File: src/common/ifeb_pkg.sv
// package for the interrupt flag and enable bank: map, layouts, carriers
package ifeb_pkg;

	// data and bus widths
	localparam int WORD_W = 16;
	localparam int WB_DAT_W = 32;
	localparam int WB_ADR_W = 8;
	localparam int WB_SEL_W = 4;
	localparam int NUM_REGS = 5;
	localparam int IDX_W = 3;

	// register indices and byte offsets on the bus
	localparam logic [IDX_W-1:0] IDX_FLAGS6 = 3'h0;
	localparam logic [IDX_W-1:0] IDX_FLAGS7 = 3'h1;
	localparam logic [IDX_W-1:0] IDX_EN0 = 3'h2;
	localparam logic [IDX_W-1:0] IDX_EN1 = 3'h3;
	localparam logic [IDX_W-1:0] IDX_EN2 = 3'h4;
	localparam logic [WB_ADR_W-1:0] OFS_FLAGS6 = 8'h00;
	localparam logic [WB_ADR_W-1:0] OFS_FLAGS7 = 8'h04;
	localparam logic [WB_ADR_W-1:0] OFS_EN0 = 8'h08;
	localparam logic [WB_ADR_W-1:0] OFS_EN1 = 8'h0C;
	localparam logic [WB_ADR_W-1:0] OFS_EN2 = 8'h10;

	// reset value and implemented-bit masks; unimplemented bits read zero
	localparam logic [WORD_W-1:0] WORD_RESET = 16'h0000;
	localparam logic [WORD_W-1:0] FLAGS6_MASK = 16'hC3FF;
	localparam logic [WORD_W-1:0] FLAGS7_MASK = 16'h003F;
	localparam logic [WORD_W-1:0] EN0_MASK = 16'h7FFF;
	localparam logic [WORD_W-1:0] EN1_MASK = 16'hFF1F;
	localparam logic [WORD_W-1:0] EN2_MASK = 16'h007F;
	localparam logic [WORD_W-1:0] EN2_CAN_MASK = 16'h000C;
	localparam logic [WB_DAT_W-1:0] DAT_ZERO = 32'h0000_0000;

	// flag word six and seven bit positions
	localparam int F6_ADC_PAIR1 = 15, F6_ADC_PAIR0 = 14, F6_CMP4 = 9, F6_CMP3 = 8,
		F6_CMP2 = 7, F6_PWM9 = 6, F6_PWM3 = 0;
	localparam int F7_ADC_PAIR7 = 5, F7_ADC_PAIR2 = 0;

	// enable word bit positions
	localparam int E0_DMA_CH1 = 14, E0_ADC_DONE = 13, E0_UART1_TX = 12, E0_UART1_RX = 11,
		E0_SPI1_EVENT = 10, E0_SPI1_SECOND = 9, E0_TIMER3 = 8, E0_TIMER2 = 7,
		E0_OUT_CMP2 = 6, E0_IN_CAP2 = 5, E0_DMA_CH0 = 4, E0_TIMER1 = 3,
		E0_OUT_CMP1 = 2, E0_IN_CAP1 = 1, E0_EXT_PIN0 = 0;
	localparam int E1_UART2_TX = 15, E1_UART2_RX = 14, E1_EXT_PIN2 = 13, E1_TIMER5 = 12,
		E1_TIMER4 = 11, E1_OUT_CMP4 = 10, E1_OUT_CMP3 = 9, E1_DMA_CH2 = 8,
		E1_EXT_PIN1 = 4, E1_PIN_CHANGE = 3, E1_CMP1 = 2, E1_I2C1_MASTER = 1,
		E1_I2C1_SLAVE = 0;
	localparam int E2_IN_CAP4 = 6, E2_IN_CAP3 = 5, E2_DMA_CH3 = 4, E2_CAN_EVENT = 3,
		E2_CAN_RX = 2, E2_SPI2_EVENT = 1, E2_SPI2_ERROR = 0;

	// event sources for flag word six, one pulse or level per source
	typedef struct packed {
		logic adc_pair1_done_flag;
		logic adc_pair0_done_flag;
		logic comparator4_flag;
		logic comparator3_flag;
		logic comparator2_flag;
		logic [6:0] pwm_gen_flag;
	} ifeb_src6_t;

	// event sources for flag word seven, adc pairs 7 down to 2
	typedef struct packed {
		logic [5:0] adc_pair_done_flag;
	} ifeb_src7_t;

	// flag and enable words held elsewhere in the controller
	typedef struct packed {
		logic [WORD_W-1:0] flags0;
		logic [WORD_W-1:0] flags1;
		logic [WORD_W-1:0] flags2;
		logic [WORD_W-1:0] en6;
		logic [WORD_W-1:0] en7;
	} ifeb_ext_t;

	// gated requests toward the priority logic
	typedef struct packed {
		logic [WORD_W-1:0] req0;
		logic [WORD_W-1:0] req1;
		logic [WORD_W-1:0] req2;
		logic [WORD_W-1:0] req6;
		logic [WORD_W-1:0] req7;
	} ifeb_req_t;

	// one register write, as taken at the acknowledging edge
	typedef struct packed {
		logic valid;
		logic [IDX_W-1:0] idx;
		logic [1:0] be;
		logic [WORD_W-1:0] data;
	} ifeb_wr_t;

	typedef logic [NUM_REGS-1:0][WORD_W-1:0] ifeb_words_t;

	// byte address to register index; ok low for unmapped addresses
	function automatic logic [IDX_W:0] ifeb_decode(input logic [WB_ADR_W-1:0] adr);
		logic [IDX_W:0] res;
		res = {1'b0, IDX_FLAGS6};
		unique case (adr)
			OFS_FLAGS6: res = {1'b1, IDX_FLAGS6};
			OFS_FLAGS7: res = {1'b1, IDX_FLAGS7};
			OFS_EN0: res = {1'b1, IDX_EN0};
			OFS_EN1: res = {1'b1, IDX_EN1};
			OFS_EN2: res = {1'b1, IDX_EN2};
			default: res = {1'b0, IDX_FLAGS6};
		endcase
		return res;
	endfunction : ifeb_decode

	// implemented bits per register index
	function automatic logic [WORD_W-1:0] ifeb_mask(input int idx, input bit has_can);
		logic [WORD_W-1:0] m;
		m = WORD_RESET;
		unique case (idx)
			0: m = FLAGS6_MASK;
			1: m = FLAGS7_MASK;
			2: m = EN0_MASK;
			3: m = EN1_MASK;
			default: m = has_can ? EN2_MASK : (EN2_MASK & ~EN2_CAN_MASK);
		endcase
		return m;
	endfunction : ifeb_mask

endpackage : ifeb_pkg

File: src/design/ifeb_reg_word.sv
// one 16-bit register word with byte writes, hardware set and fixed zero bits
`timescale 1ns/1ps
`default_nettype none
module ifeb_reg_word
	import ifeb_pkg::*;
#(
	parameter logic [ifeb_pkg::WORD_W-1:0] MASK = 16'hFFFF
) (
	// clock and reset
	input wire logic clk_i,
	input wire logic rst_i,
	// hardware events, one bit per source
	input wire logic [ifeb_pkg::WORD_W-1:0] set_i,
	// software write
	input wire logic wr_i,
	input wire logic [1:0] be_i,
	input wire logic [ifeb_pkg::WORD_W-1:0] wdata_i,
	// held value
	output logic [ifeb_pkg::WORD_W-1:0] q_o
);
	logic [WORD_W-1:0] q;
	logic [WORD_W-1:0] next_q;

	// write by byte lane, then or in events so a same-cycle set beats a clear
	always_comb begin
		next_q = q;
		if (wr_i && be_i[0]) begin
			next_q[7:0] = wdata_i[7:0];
		end
		if (wr_i && be_i[1]) begin
			next_q[15:8] = wdata_i[15:8];
		end
		next_q = (next_q | set_i) & MASK;
	end

	// power-on value is all zero
	always_ff @(posedge clk_i) begin
		if (rst_i) begin
			q <= WORD_RESET;
		end else begin
			q <= next_q;
		end
	end

	assign q_o = q;
endmodule : ifeb_reg_word
`default_nettype wire

File: src/design/ifeb_wb_slave.sv
// classic wishbone slave front end for the flag and enable words
`timescale 1ns/1ps
`default_nettype none
module ifeb_wb_slave
	import ifeb_pkg::*;
(
	// clock and reset
	input wire logic clk_i,
	input wire logic rst_i,
	// wishbone request
	input wire logic cyc_i,
	input wire logic stb_i,
	input wire logic we_i,
	input wire logic [ifeb_pkg::WB_ADR_W-1:0] adr_i,
	input wire logic [ifeb_pkg::WB_SEL_W-1:0] sel_i,
	input wire logic [ifeb_pkg::WB_DAT_W-1:0] dat_i,
	// wishbone answer
	output logic ack_o,
	output logic [ifeb_pkg::WB_DAT_W-1:0] dat_o,
	// register side
	input wire ifeb_pkg::ifeb_words_t words_i,
	output ifeb_pkg::ifeb_wr_t wr_o
);
	logic ack;
	logic [WB_DAT_W-1:0] dat;
	logic next_ack;
	logic [WB_DAT_W-1:0] next_dat;
	logic [IDX_W:0] dec;

	// one wait state: ack a cycle after the request, drop it the cycle after
	always_comb begin
		dec = ifeb_decode(adr_i);
		next_ack = cyc_i && stb_i && !ack;
		next_dat = DAT_ZERO;
		if (next_ack && dec[IDX_W]) begin
			next_dat = {16'h0000, words_i[dec[IDX_W-1:0]]};
		end
	end

	always_ff @(posedge clk_i) begin
		if (rst_i) begin
			ack <= 1'b0;
			dat <= DAT_ZERO;
		end else begin
			ack <= next_ack;
			dat <= next_dat;
		end
	end

	// writes land at the acknowledging edge; unmapped writes are acked and dropped
	always_comb begin
		wr_o.valid = cyc_i && stb_i && we_i && ack && dec[IDX_W];
		wr_o.idx = dec[IDX_W-1:0];
		wr_o.be = sel_i[1:0];
		wr_o.data = dat_i[WORD_W-1:0];
	end

	assign ack_o = ack;
	assign dat_o = dat;
endmodule : ifeb_wb_slave
`default_nettype wire

File: src/design/ifeb_top.sv
// interrupt flag and enable bank: flag words six and seven, enable words zero to two
//
// Notes on behaviour
// - a source event sets its flag to one; zero means nothing happened
// - an enable at one passes its source's request, at zero blocks it
// - flag word six bits 15 and 14 hold adc pair 1 and pair 0 done
// - flag word six bits 9..7 hold comparators 4..2; bits 13..10 read zero
// - flag word six bits 6..0 hold pwm generators 9..3, bit 0 is generator 3
// - flag word seven bits 5..0 hold adc pairs 7..2; bits 15..6 read zero
// - enable word zero bits 14..8: dma1, adc, uart1 tx/rx, spi1 two bits, timer3
// - enable word zero bits 7..0: timer2, oc2, ic2, dma0, timer1, oc1, ic1, pin0
// - enable word zero bit 15 is unimplemented and reads zero
// - enable word one upper byte: uart2 tx/rx, pin2, timers 5/4, oc4, oc3, dma2
// - enable word one bits 7..5 read zero; bits 4..0 pin1, change, cmp1, i2c1
// - enable word two bits 15..7 zero; 6..0 ic4, ic3, dma3, can two, spi2 two
// - without a can controller the can enables stay disabled
// - every implemented bit resets to zero and is read and write by software
`timescale 1ns/1ps
`default_nettype none
module ifeb_top
	import ifeb_pkg::*;
#(
	parameter bit HAS_CAN = 1'b1
) (
	// clock and reset
	input wire logic clk_i,
	input wire logic rst_i,
	// wishbone slave
	input wire logic wb_cyc_i,
	input wire logic wb_stb_i,
	input wire logic wb_we_i,
	input wire logic [ifeb_pkg::WB_ADR_W-1:0] wb_adr_i,
	input wire logic [ifeb_pkg::WB_SEL_W-1:0] wb_sel_i,
	input wire logic [ifeb_pkg::WB_DAT_W-1:0] wb_dat_i,
	output logic wb_ack_o,
	output logic [ifeb_pkg::WB_DAT_W-1:0] wb_dat_o,
	// peripheral event sources, same clock
	input wire ifeb_pkg::ifeb_src6_t src6_i,
	input wire ifeb_pkg::ifeb_src7_t src7_i,
	// companion flag and enable words from the rest of the controller
	input wire ifeb_pkg::ifeb_ext_t ext_i,
	// gated requests toward the priority logic
	output ifeb_pkg::ifeb_req_t req_o
);
	ifeb_words_t words;
	ifeb_words_t sets;
	ifeb_wr_t wr;
	ifeb_req_t req;
	ifeb_req_t next_req;

	// bus front end; answers every request one cycle later
	ifeb_wb_slave u_wb (
		.clk_i(clk_i),
		.rst_i(rst_i),
		.cyc_i(wb_cyc_i),
		.stb_i(wb_stb_i),
		.we_i(wb_we_i),
		.adr_i(wb_adr_i),
		.sel_i(wb_sel_i),
		.dat_i(wb_dat_i),
		.ack_o(wb_ack_o),
		.dat_o(wb_dat_o),
		.words_i(words),
		.wr_o(wr)
	);

	// map each source onto its bit; enable words have no hardware set
	always_comb begin
		sets = '0;
		sets[IDX_FLAGS6][F6_ADC_PAIR1] = src6_i.adc_pair1_done_flag;
		sets[IDX_FLAGS6][F6_ADC_PAIR0] = src6_i.adc_pair0_done_flag;
		sets[IDX_FLAGS6][F6_CMP4] = src6_i.comparator4_flag;
		sets[IDX_FLAGS6][F6_CMP3] = src6_i.comparator3_flag;
		sets[IDX_FLAGS6][F6_CMP2] = src6_i.comparator2_flag;
		sets[IDX_FLAGS6][F6_PWM9:F6_PWM3] = src6_i.pwm_gen_flag;
		sets[IDX_FLAGS7][F7_ADC_PAIR7:F7_ADC_PAIR2] = src7_i.adc_pair_done_flag;
	end

	// the five words; masks pin unimplemented bits and absent can bits to zero
	for (genvar i = 0; i < NUM_REGS; i++) begin : g_word
		ifeb_reg_word #(
			.MASK(ifeb_mask(i, HAS_CAN))
		) u_word (
			.clk_i(clk_i),
			.rst_i(rst_i),
			.set_i(sets[i]),
			.wr_i(wr.valid && (wr.idx == IDX_W'(i))),
			.be_i(wr.be),
			.wdata_i(wr.data),
			.q_o(words[i])
		);
	end

	// a request leaves only where flag and enable agree
	always_comb begin
		next_req.req0 = ext_i.flags0 & words[IDX_EN0];
		next_req.req1 = ext_i.flags1 & words[IDX_EN1];
		next_req.req2 = ext_i.flags2 & words[IDX_EN2];
		next_req.req6 = words[IDX_FLAGS6] & ext_i.en6;
		next_req.req7 = words[IDX_FLAGS7] & ext_i.en7;
	end

	// registered so the priority logic sees a clean, glitch-free level
	always_ff @(posedge clk_i) begin
		if (rst_i) begin
			req <= '0;
		end else begin
			req <= next_req;
		end
	end

	assign req_o = req;

	// address decode as the checks below see it
	logic [IDX_W:0] adr_dec;
	assign adr_dec = ifeb_decode(wb_adr_i);
endmodule : ifeb_top
`default_nettype wire

File: config.mk
export PLATFORM = sky130hd
export DESIGN_NAME = ifeb_top
export DESIGN_NICKNAME = d
export VERILOG_FILES = /design/src/common/ifeb_pkg.sv /design/src/design/ifeb_reg_word.sv /design/src/design/ifeb_wb_slave.sv /design/src/design/ifeb_top.sv
export SDC_FILE = /design/constraint.sdc
export NUM_CORES = 1
export LEC_CHECK = 0
export BUFFER_PORTS_ARGS = -buffer_cell sky130_fd_sc_hd__buf_2
export CELL_PAD_IN_SITES_DETAIL_PLACEMENT = 0
export CELL_PAD_IN_SITES_GLOBAL_PLACEMENT = 1
export CORE_MARGIN = 2
export CORE_UTILIZATION = 30
export CTS_CLUSTER_SIZE = 40
export DETAILED_ROUTE_END_ITERATION = 8
export PLACE_DENSITY = 0.77
export SETUP_SLACK_MARGIN = 0.02
export SYNTH_ARGS = -nofsm -noshare
export SYNTH_HDL_FRONTEND = slang
export SYNTH_HIERARCHICAL = 1
export SYNTH_SLANG_ARGS = --single-unit
File: constraint.sdc
create_clock -name clk_i -period 2.3 [get_ports clk_i]
set_clock_uncertainty 0.1 [all_clocks]
set_input_delay 0.115 -clock clk_i [delete_from_list [all_inputs] [get_ports clk_i]]
set_output_delay 0.115 -clock clk_i [all_outputs]
set_load 0.02 [all_outputs]
## After elaboration in Yosys (flattened, before gate mapping)

Cells that the tools add are included.

- $lt $le $gt $ge: 1
- Eq/ne operators: 8
- Muxes and demuxes: 6
- Bitwise operators: 8
- Reductions and logical operators: 23

Operators with widths:

| operator | number |
|---|---|
| $and 16x16->16 | 3 |
| $bmux 16 s3 | 1 |
| $pmux 4 s5 | 1 |
| $logic_and 1x1->1 | 19 |
| $and 16x15->16 | 1 |
| $and 6x16->16 | 1 |
| $eq 8x4->1 const B | 2 |
| $mux 16 | 1 |
| $mux 8 | 2 |
| $or 16x16->16 | 1 |
| $eq 8x3->1 const B | 1 |
| $eq 8x5->1 const B | 1 |
| $logic_not 8->1 | 1 |
| $eq 3x2->1 const B | 2 |
| $mux 6 | 1 |
| $or 6x6->6 | 1 |
| $lt 3x4->1 const B | 1 |
| $eq 3x1->1 const B | 1 |
| $eq 3x3->1 const B | 1 |
| $logic_not 3->1 | 1 |
| $reduce_or 2->1 | 1 |
| $logic_not 1->1 | 1 |
| $not 1->1 | 1 |

- Bits in registers: 182
- Bits of input ports: 147
- Logic and storage cells: 64

## Longest topological paths before layout

Gate-level depths: netlist of run 1.

- Depth in word-level cells: 8
- Mapped depth: 9

## Cells and area by module

Netlist of run 1, hierarchy kept.

Modules (own cells, without submodules):

| module | instances | cells an instance | area an instance (um2) |
|---|---|---|---|
| ifeb_top | 1 | 174 | 2494.9 |
| ifeb_wb_slave | 1 | 193 | 1774.2 |
| ifeb_reg_word at g_word[2].u_word | 1 | 71 | 762.0 |
| ifeb_reg_word at g_word[0].u_word | 1 | 60 | 608.1 |
| ifeb_reg_word at g_word[3].u_word | 1 | 62 | 583.1 |
| ifeb_reg_word at g_word[4].u_word | 1 | 42 | 416.6 |
| ifeb_reg_word at g_word[1].u_word | 1 | 37 | 322.8 |

## Worst setup path after synthesis of run 1

Ideal clock, no wire load.

- Path kind: in2reg
- Start: in wb_adr_i[3] in the netlist's numbering
- End: reg g_word[1].u_word.q[0]
- Library setup time: 0.125 ns
- Arrival time: 2.004 ns
- Data required time: 2.075 ns
- Setup slack: 0.071 ns
- Stages on the path: 8
- Buffers on the path: 3
- Cells stage by stage: buf_6 o21ai_4 buf_4 nor3b_1 nor4bb_1 and2_1 clkbuf_2 a211oi_1

RTL lines:

| element | RTL line | text |
|---|---|---|
| from (decl) | ifeb_top.sv:32 | `input wire logic [ifeb_pkg::WB_ADR_W-1:0] wb_adr_i,` |
| to (signal assigned) | ifeb_reg_word.sv:41 | `q <= next_q;` |
| to (decl) | ifeb_reg_word.sv:21 | `logic [WORD_W-1:0] q;` |

==> reports/qor.txt, run 1 <==
Layout Nets - 1,146
IO Count - 260
Die X - 156.3 microns
Crit-path max cell delay - 350 ps
CTS buffer count - 17
Antenna cell count - 0
Critical Path RT - 2470 ps
Setup Buffers After CTS - 0
Die H - 156.3 microns
Initial antenna violation count - 2
RD Place Congestion - 0.7520
Crit share post-route - 86.19%
Leakage dissipation - 0.004601 uW
DRC errors left - 0
Ys flop type - dfxtp_1
Register area share after synthesis - 43.13%
Router iterations before antenna repair - 4
DRT iter0 DRCs - 180
Clock Tree Root - clkbuf_16
CORE AREA - 22,710 sq um
Critical Path AT - 2160 ps
HPWL Detailed - 15,400 microns
EDFF count, synth - 0
Most area-consuming cells after synthesis - dfxtp_1 (43%), and3b_2 (12%), a211oi_1 (7.5%), buf_4 (7.0%), a211oi_2 (5.8%)
M2 GR Usage - 30.33%
Cell with the most instances after synthesis - dfxtp_1
Critical path endpoint category - flop
RSZ-0062 raised after global routing - false
Area leader, netlist - dfxtp_1
Avg Inst Size Synth - 10.89 sq um
FFs w/ async S/R, synth - 0%
Vias per Instance - 4.411
Crit-path cells - nand4_1 > nor3b_1 > buf_4 > nor4bb_1 > buf_4 > and2_1 > a211oi_1
Mux share of post-synthesis cell area - 2.301%
Overall Global Routing Usage - 17.60%
Vias in the first global route - 5,615
Pre-CTS setup slack - 105.3 ps
Synth Area in Adders - 0%
Worst Setup Start Kind - flop
Met3 usage - 4.514%
Mapped cell area - 6962 sq um
Max-slew violations - 0
Final setup violation count - 0
Peak Freq - 504.4 MHz
Xor/xnor share of the synthesized area - 0%
Mapped Cells - 639
Setup TNS - 0 ps
Ratio of cells with drive above 1 in the final layout - 42.09%
Max-cap violation count - 0
Area grow syn2layout - 39.86%
Number of routed nets with antenna violations - 0
CTS Sinks - 150
VDD IR max - 0.0004175 V
Top cells by count, synth - dfxtp_1 (150), and3b_2 (80), a211oi_1 (70), buf_4 (65), nor2_1 (60)
Worst slew pin tran - 680.4 ps
TritonCTS clock tree - yes
Worst min path class - input pin to flop
Relative slew margins - 54.64%
Clk pin slew, worst setup/hold paths - 60 ps
Crit Path Category - flop to flop
Number of buffers inserted by port buffering - 225
Largest net degree at the start of global routing - 134
Full die area - 24,440 sq um
Max Buffers Root-to-Sink - 2
Depth of the CTS H-tree - 4
GRT Max-Usage Layer - met2
Crit-path most repeated cell - buf_4
Outcome - finished, final reports clean
Fin worst setup slack - 317.6 ps
First-pass GRT wire length - 32,290 microns
Synth Register Bits - 150
Crit-path max FO - 7
Unique masters post-synth - 36
Slowest CP cell - dfxtp_1
Post-cts sizing count - 0
Share of the synthesized area in the top cell type - 43.13%
Cell Rows - 55
Worst skew pair latency - 420 ps
Hold_ws - 19.07 ps
Initial Utilization - 30.66%
Total gr overflow - 0
Final WL - 21,550 microns
Final Hold Fails - 0
Simple-gate portion of the synthesized area - 21.51%
Vias - 5,721
Min Tclk post-route - 1982 ps
Syn. warnings - 6
Synth Area in Compound Gates - 20.36%
DR WL/cell - 16.62 microns
Cell area power density - 666.8 nW/um^2
Met1 usage - 21.81%
Largest family of logic cells by synthesized area - simple AND/OR/NAND/NOR gates
power by group:
part	leakage (uW)	switching, uW	internal, uW
Combinational	0.00309	449	403
Sequential	0.00124	75.4	2720
Clock	0.000275	1160	1690
worst paths after layout:
check                     startpoint                      end  slack (ps)  cells past startpoint
max                       u_wb/ack_o  g_word[1].u_word/q_o[1]         320                      7
max reg2reg               u_wb/ack_o  g_word[1].u_word/q_o[1]         320                      7
min reg2reg  g_word[2].u_word/q_o[7]                req_o[71]         460                      1
min                      wb_dat_i[0]  g_word[3].u_word/q_o[0]          20                      3
cell type report:
class	instances	area [sq um]
clock buffer	22	474.2
clock inverter	10	120.1
fill	2193	12970
multi-input combinational	489	3521
sequential	150	3003
tap	285	356.6
timing repair buffer	341	2262
per-stage QoR:
step | cells | cell area [sq um] | total power, uW | utilization (%)
6_report | 1297 | 9737 | 6493 | 42.88
5_1_grt | 1297 | 9737 | 6766 | 42.88
4_1_cts | 1297 | 9737 | 6568 | 42.88
3_5_place_dp | 1170 | 8192 | 3571 | 36.07
3_3_place_gp | 1170 | 8192 | 3557 | 36.07
2_1_floorplan | 745 | 7360 | 3369 | -
critical path: cells and delay by family (launching register included):
kind / cells / cell delay, ps
AOI/OAI and AO/OA: 1 / 110
buffers and inverters: 2 / 370
DFF: 1 / 350
and+or+nand+nor: 4 / 910
per-layer routing:
metal / vias to the layer above / routed length (microns)
met1: 2656 / 9646
met2: 175 / 10510
met5: - / 30
met4: 4 / 243
met3: 17 / 1117
li1: 2869 / -
repair_timing:
item                       4_1_cts  5_1_grt
hold buffers                    95        0
setup endpoints to repair        0        0
hold endpoints to repair        90        0
placed cells by master (no fill, tap or decap), types with 2 or more instances in the layout:
cell type      count
a2111oi_2         16
a211oi_1          70
a211oi_2          32
a21o_1            16
a21oi_1           16
a311oi_1           4
and2_4             5
and3b_2           80
buf_12             2
buf_2            224
buf_4             20
bufinv_16          2
clkbuf_1           2
clkbuf_16         17
clkbuf_8           3
clkinvlp_4         5
conb_1           113
dfxtp_1          150
dlygate4sd3_1     95
inv_6              2
mux2i_1           16
nand2b_1          14
nand2b_4           2
nor2_1            60
nor2_2            10
nor3b_1            3
nor4bb_1           2
or2_1             16
sequential cells by signal, summed over array words and instances, names as in the netlist:
register and flops:
req_o 80, u_wb/ack_o 1, u_wb/dat_o 16, g_word.u_word/q_o 53
cell families after synthesis:
| family | Yosys count |
|---|---|
| other cells | 7 |
| buf+inv | 106 |
| compound gates | 155 |
| simple gates | 205 |
| flops | 150 |
| mux | 16 |
Note: power is estimated with default switching activity, not from simulation.
==> inputs of run 2 (changes only) <==
- CORE_ASPECT_RATIO: unset -> 0.9
==> run 2 against run 1 <==
  * Hold slack got worse by 1.3 ps
  * Flip-flop and latch count did not move
  * Global-route usage rose by 0.26 points
  * Non-clock buffer count rose by 1
  * Critical path depth fell by 1
  * Largest power group unchanged
==> reports/qor.txt, run 2 (synthesized netlist as in run 1, its figures left out) <==
Total gr overflow - 0 (unchanged)
Initial Utilization - 30.75% (+0.091 points)
Relative slew margins - 45.16% (-9.5 points)
# placed instances - 1,178 (+0.68%)
Full die area - 24,440 sq um (about the same)
M2 GR Usage - 29.67% (-0.67 points)
Hold path cells - 3 (unchanged)
Post-cts sizing count - 0 (unchanged)
Min Tclk post-route - 2093 ps (+110.8 ps)
Clk pin slew, worst setup/hold paths - 60 ps (about the same)
Setup TNS - 0 ps (unchanged)
Max Buffers Root-to-Sink - 2 (unchanged)
Critical path endpoint category - flop
Cell Rows - 52 (-5.5%)
GRT Max-Usage Layer - met2
Worst min path class - input pin to flop
Ratio of cells with drive above 1 in the final layout - 41.60% (-0.49 points)
Layout Nets - 1,147 (+0.087%)
VDD IR max - 0.0002969 V (-29%)
Die H - 148.5 microns (-5.0%)
Cell area power density - 671.1 nW/um^2 (+0.65%)
CTS Sinks - 150 (unchanged)
Worst skew pair latency - 420 ps (about the same)
Largest register FFs - 80 (unchanged)
Overall Global Routing Usage - 17.86% (+0.26 points)
Depth of the CTS H-tree - 4 (unchanged)
Max-cap violation count - 0 (unchanged)
Number of buffers inserted by port buffering - 225 (unchanged)
Final setup violation count - 0 (unchanged)
DRC errors left - 0 (unchanged)
Worst slew pin tran - 822.6 ps (+142.2 ps)
R2R depth - 6 (-1)
Setup Buffers After CTS - 0 (unchanged)
Router iterations before antenna repair - 4 (unchanged)
Final WL - 21,810 microns (+1.2%)
Max-slew violations - 0 (unchanged)
Leakage dissipation - 0.004616 uW (+0.33%)
Critical Path AT - 2270 ps (+110 ps)
Met1 usage - 22.87% (+1.1 points)
Critical Path RT - 2480 ps (about the same)
Peak Freq - 477.7 MHz (-5.3%)
TritonCTS clock tree - yes
R2r setup slk - 210 ps (-110 ps)
First-pass GRT wire length - 32,670 microns (+1.2%)
Crit share post-route - 91.01% (+4.8 points)
IO Count - 260 (unchanged)
Number of routed nets with antenna violations - 0 (unchanged)
Clock Tree Root - clkbuf_16
RSZ-0062 raised after global routing - false
Crit-path max FO - 17 (+10)
HPWL Detailed - 15,550 microns (+0.95%)
CTS buffer count - 17 (unchanged)
Vias per Instance - 4.385 (-0.59%)
CORE AREA - 22,640 sq um (-0.30%)
Crit Path Category - flop to flop
Vias - 5,744 (+0.40%)
Final Hold Fails - 0 (unchanged)
Fin cells - 1,310 (+1.0%)
Area grow syn2layout - 40.76%
Die X - 164.6 microns (+5.3%)
Initial antenna violation count - 4 (+2)
DRT iter0 DRCs - 207 (+15%)
Met3 usage - 5.020% (+0.51 points)
Outcome - finished, final reports clean
Largest net degree at the start of global routing - 134 (unchanged)
Most common cell after layout, fill and taps aside - buf_2
Vias in the first global route - 5,848 (+4.1%)
Hold_ws - 17.80 ps (-1.272 ps)
RD Place Congestion - 0.7690 (+2.3%)
DR WL/cell - 16.65 microns (+0.21%)
Worst Setup Start Kind - flop
Most frequent cells in the layout - buf_2 (224), dfxtp_1 (150), conb_1 (113)
## run 2: through the flow
stage               setup slack (ps)  power, uW  utilization (%)  cell area (sq um)
global route                   76.05       6855            43.28               9799
CTS                            184.7       6648            43.27               9797
finish                         206.8       6577            43.28               9799
floorplan                      70.95       3369                -               7360
global placement               77.77       3552            36.17               8189
detailed placement             43.53       3564            36.17               8189
## run 2: worst paths after layout
check                                  to                    start
setup / recovery  g_word[0].u_word/q_o[4]               u_wb/ack_o
hold / removal    g_word[3].u_word/q_o[4]              wb_dat_i[4]
setup reg to reg  g_word[0].u_word/q_o[4]               u_wb/ack_o
hold reg to reg                 req_o[22]  g_word[0].u_word/q_o[6]
## run 2: layout make-up
class | count | area (sq um)
clock buffers | 21 | 460.4
diodes | 1 | 2.502
fillers | 2211 | 12840
well taps | 297 | 371.6
repair buffers | 342 | 2295
clock inverters | 10 | 146.4
flip-flops and latches | 150 | 3003
multi-input cells | 489 | 3521
## run 2: critical path: stages (launching register included)
cell and delay, ps:
dfxtp_1 340, nand4_1 150, nor3b_1 410, nor4b_2 400
buf_12 210, and2_4 250, a211oi_2 90
## run 2: power breakdown
part / total (uW) / leakage, uW / switching, uW / internal [uW]
Clock: 2920 / 0.000282 / 1160 / 1770
Combinational: 857 / 0.00310 / 451 / 406
Sequential: 2800 / 0.00124 / 78.4 / 2720
Total: 6580 / 0.00462 / 1680 / 4890
## run 2: timing repair
item / in CTS / in global routing
hold buffers: 100 / 0
endpoints found under the setup margin: 0 / 0
endpoints found under the hold margin: 93 / 0
## run 2: layer usage
| metal | share of wire, % | vias to the layer above | routed length [microns] |
|---|---|---|---|
| met4 | 1.0 | 2 | 228 |
| met2 | 47 | 179 | 10280 |
| li1 | - | 2866 | - |
| met5 | 0.060 | - | 13 |
| met1 | 46 | 2681 | 9969 |
| met3 | 6.1 | 16 | 1321 |
==> inputs of run 3 (changes only) <==
- ABC_AREA: unset -> 1
- PLACE_DENSITY: 0.77 -> 0.83
==> run 3 against run 2 <==
  * Clock power is 2% lower
  * Largest cell class is now registers
  * First-iteration DRC count is 120% higher
  * Critical path depth up 5
  * Critical path type unchanged
  * Worst setup slack worse by 1.6 ps
  * Area after synthesis fell by 4.8%
  * Core utilization down 0.24 points
  * Largest power group unchanged
  * Cell count is 19% higher
  * Non-clock buffer count decreased by 9
==> reports/qor.txt, run 3 <==
Outcome - finished, final reports clean
Critical path endpoint category - flop
Area leader, netlist - dfxtp_1
Unique masters post-synth - 23 (-36%)
Worst slew pin tran - 733.7 ps (-88.90 ps)
Relative slew margins - 51.03% (+5.9 points)
Final Cell Area - 9339 sq um (-4.7%)
Worst Setup Start Kind - flop
Final Hold Fails - 0 (unchanged)
Register area share after synthesis - 45.29% (+2.2 points)
Worst skew pair latency - 430 ps (about the same)
CORE AREA - 21,700 sq um (-4.2%)
Critical Path RT - 2530 ps (+50 ps)
Pre-CTS setup slack - 146.1 ps (+102.6 ps)
Worst min path class - input pin to flop
Crit-path most repeated cell - nand2_1
HPWL Detailed - 15,060 microns (-3.1%)
Min Tclk post-route - 2095 ps (+1.558 ps)
Cell with the most instances after synthesis - nand2_1
CTS buffer count - 17 (unchanged)
Share of the synthesized area in the top cell type - 45.29% (+2.2 points)
Depth of the CTS H-tree - 4 (unchanged)
DRT iter0 DRCs - 455 (+120%)
Die X - 160.7 microns (-2.4%)
Peak Freq - 477.4 MHz (about the same)
IO Count - 260 (unchanged)
Most frequent cells in the layout - nand2_1 (264), buf_2 (224), nand3_1 (153)
Area of the multi-input gates - 2700 sq um (-23%)
Clock Tree Root - clkbuf_16
Fill cells - 2,238 (+1.2%)
Layout Nets - 1,402 (+22%)
Most area-consuming cells after synthesis - dfxtp_1 (45%), nand2_1 (15%), nand3_1 (12%), buf_4 (7.8%), inv_1 (6.1%)
R2r setup slk - 210 ps (about the same)
Area grow syn2layout - 40.86% (about the same)
Vias in the first global route - 6,100 (+4.3%)
Die H - 145.0 microns (-2.3%)
Number of routed nets with antenna violations - 0 (unchanged)
Ys flop type - dfxtp_1
CTS Sinks - 150 (unchanged)
Overall Global Routing Usage - 18.13% (+0.27 points)
Initial antenna violation count - 3 (-1)
Max-cap violation count - 0 (unchanged)
Avg Inst Size Synth - 7.160 sq um (-34%)
Mapped Cells - 926 (+45%)
Crit Path Category - flop to flop
Router iterations before antenna repair - 5 (+1)
Vias - 6,476 (+13%)
Largest register FFs - 80 (unchanged)
Crit-path cells - nand3_1 > a21oi_2 > nand2_1 > nor2_1 > buf_6 > nand2_1 > nand2_1 > nand3_1 > dlygate4sd3_1 > nand2_1 > inv_1
Vias per Instance - 4.151 (-5.3%)
Final WL - 21,100 microns (-3.3%)
Slowest CP cell - dlygate4sd3_1
Top cells by count, synth - nand2_1 (264), nand3_1 (153), dfxtp_1 (150), inv_1 (108), nor2_1 (105)
Cell Rows - 51 (-1.9%)
Ratio of cells with drive above 1 in the final layout - 23.90% (-18 points)
RD Place Congestion - 0.8084 (+5.1%)
Worst path bufs/invs - 3 (+2)
Max Buffers Root-to-Sink - 2 (unchanged)
Max-slew violations - 0 (unchanged)
First-pass GRT wire length - 32,810 microns (+0.42%)
DR WL/cell - 13.53 microns (-19%)
Cell area power density - 683.3 nW/um^2 (+1.8%)
FF/Latch Area - 3003 sq um (unchanged)
Critical Path AT - 2320 ps (+50 ps)
VDD IR max - 0.0003698 V (+25%)
Number of buffers inserted by port buffering - 225 (unchanged)
# placed instances - 1,433 (+22%)
Delay-heaviest family, CP - buffers and inverters
Crit-path max cell delay - 550 ps (+140 ps)
EDFF count, synth - 0 (unchanged)
FFs w/ async S/R, synth - 0% (unchanged)
TritonCTS clock tree - yes
Total gr overflow - 0 (unchanged)
Leakage dissipation - 0.004913 uW (+6.4%)
Fin cells - 1,560 (+19%)
Fin worst setup slack - 205.2 ps (-1.558 ps)
Largest net degree at the start of global routing - 53 (-60%)
Most common cell after layout, fill and taps aside - nand2_1
DRC errors left - 0 (unchanged)
Final setup violation count - 0 (unchanged)
Mapped cell area - 6630 sq um (-4.8%)
Crit share post-route - 91.08% (about the same)
Clk pin slew, worst setup/hold paths - 70 ps (about the same)
Syn. warnings - 6 (unchanged)
Placed Area - 7796 sq um (-4.8%)
Crit-path max FO - 4 (-13)
Synth Register Bits - 150 (unchanged)
Initial Utilization - 30.56% (-0.19 points)
Full die area - 23,310 sq um (-4.6%)
[run 3: changes by cell type after synthesis, moves of 32 or more]
cell / change
a211oi_2: -32
nand3_1: +153
inv_1: +108
a211oi_1: -70
nor2_1: +45
nand2_1: +263
and3b_2: -80
[run 3: area by class of cell]
| class | count | share of cell area [%] |
|---|---|---|
| Timing Repair Buffer | 333 | 23.51 |
| Clock inverter | 14 | 1.715 |
| Multi-Input combinational cell | 633 | 28.91 |
| Sequential cell | 150 | 32.15 |
| Tap cell | 291 | 3.899 |
| Clock buffer | 18 | 4.703 |
| Antenna cell | 1 | 0.02680 |
| Inverter | 120 | 5.078 |
[run 3: path summary, 6_finish.rpt]
path | from | endpoint | depth (start not counted)
hold reg to reg | g_word[3].u_word/q_o[12] | req_o[60] | 2
setup / recovery | u_wb/ack_o | g_word[0].u_word/q_o[14] | 11
setup reg to reg | u_wb/ack_o | g_word[0].u_word/q_o[14] | 11
hold / removal | rst_i | req_o[60] | 2
[run 3: cell families after synthesis]
| logic type | share of synthesized area [%] |
|---|---|
| simple gates | 34.72 |
| compound gates | 1.529 |
| buf+inv | 18.06 |
| other cells | 0.3964 |
| flops | 45.29 |
[run 3: per-layer routing]
| metal | vias to the layer above | GRT usage (%) | wire length [microns] |
|---|---|---|---|
| li1 | 3355 | - | - |
| met1 | 2858 | 24.54 | 9857 |
| met2 | 227 | 28.49 | 9314 |
| met3 | 32 | 3.974 | 1492 |
| met4 | 4 | 6.384 | 415 |
| met5 | - | 0 | 21 |
[run 3: timing repair]
action                                  CTS  global route
endpoints found under the hold margin    87             0
endpoints found under the setup margin    0             4
hold buffers                             91             0
setup buffers                             0             3
resized for setup                         0             2
[run 3: power breakdown]
part | leakage (uW) | switching (uW) | internal (uW) | total, uW
Clock | 0.000293 | 1280 | 1580 | 2850
Sequential | 0.00124 | 83.1 | 2720 | 2800
Combinational | 0.00338 | 398 | 329 | 726
Total | 0.00491 | 1760 | 4620 | 6380
[run 3: worst register-to-register path: cells and delay by family, from the launching register on]
family / cells / cell delay [ps]
AND/OR/NAND/NOR: 7 / 680
buffers and inverters: 3 / 720
flip-flops: 1 / 350
AO/OA/AOI/OAI: 1 / 150
[run 3: through the flow]
| step | hold slack (ps) | utilization [%] | setup TNS [ps] | power, uW |
|---|---|---|---|---|
| 2_1_floorplan | 128.8 | - | 0 | 3289 |
| 4_1_cts | 4.442 | 42.90 | 0 | 6443 |
| 3_5_place_dp | 232.4 | 35.93 | 0 | 3454 |
| 3_3_place_gp | 227.1 | 35.93 | 0 | 3449 |
| 5_1_grt | 25.29 | 43.05 | -5.258 | 6667 |
| 6_report | 11.90 | 43.05 | 0 | 6381 |
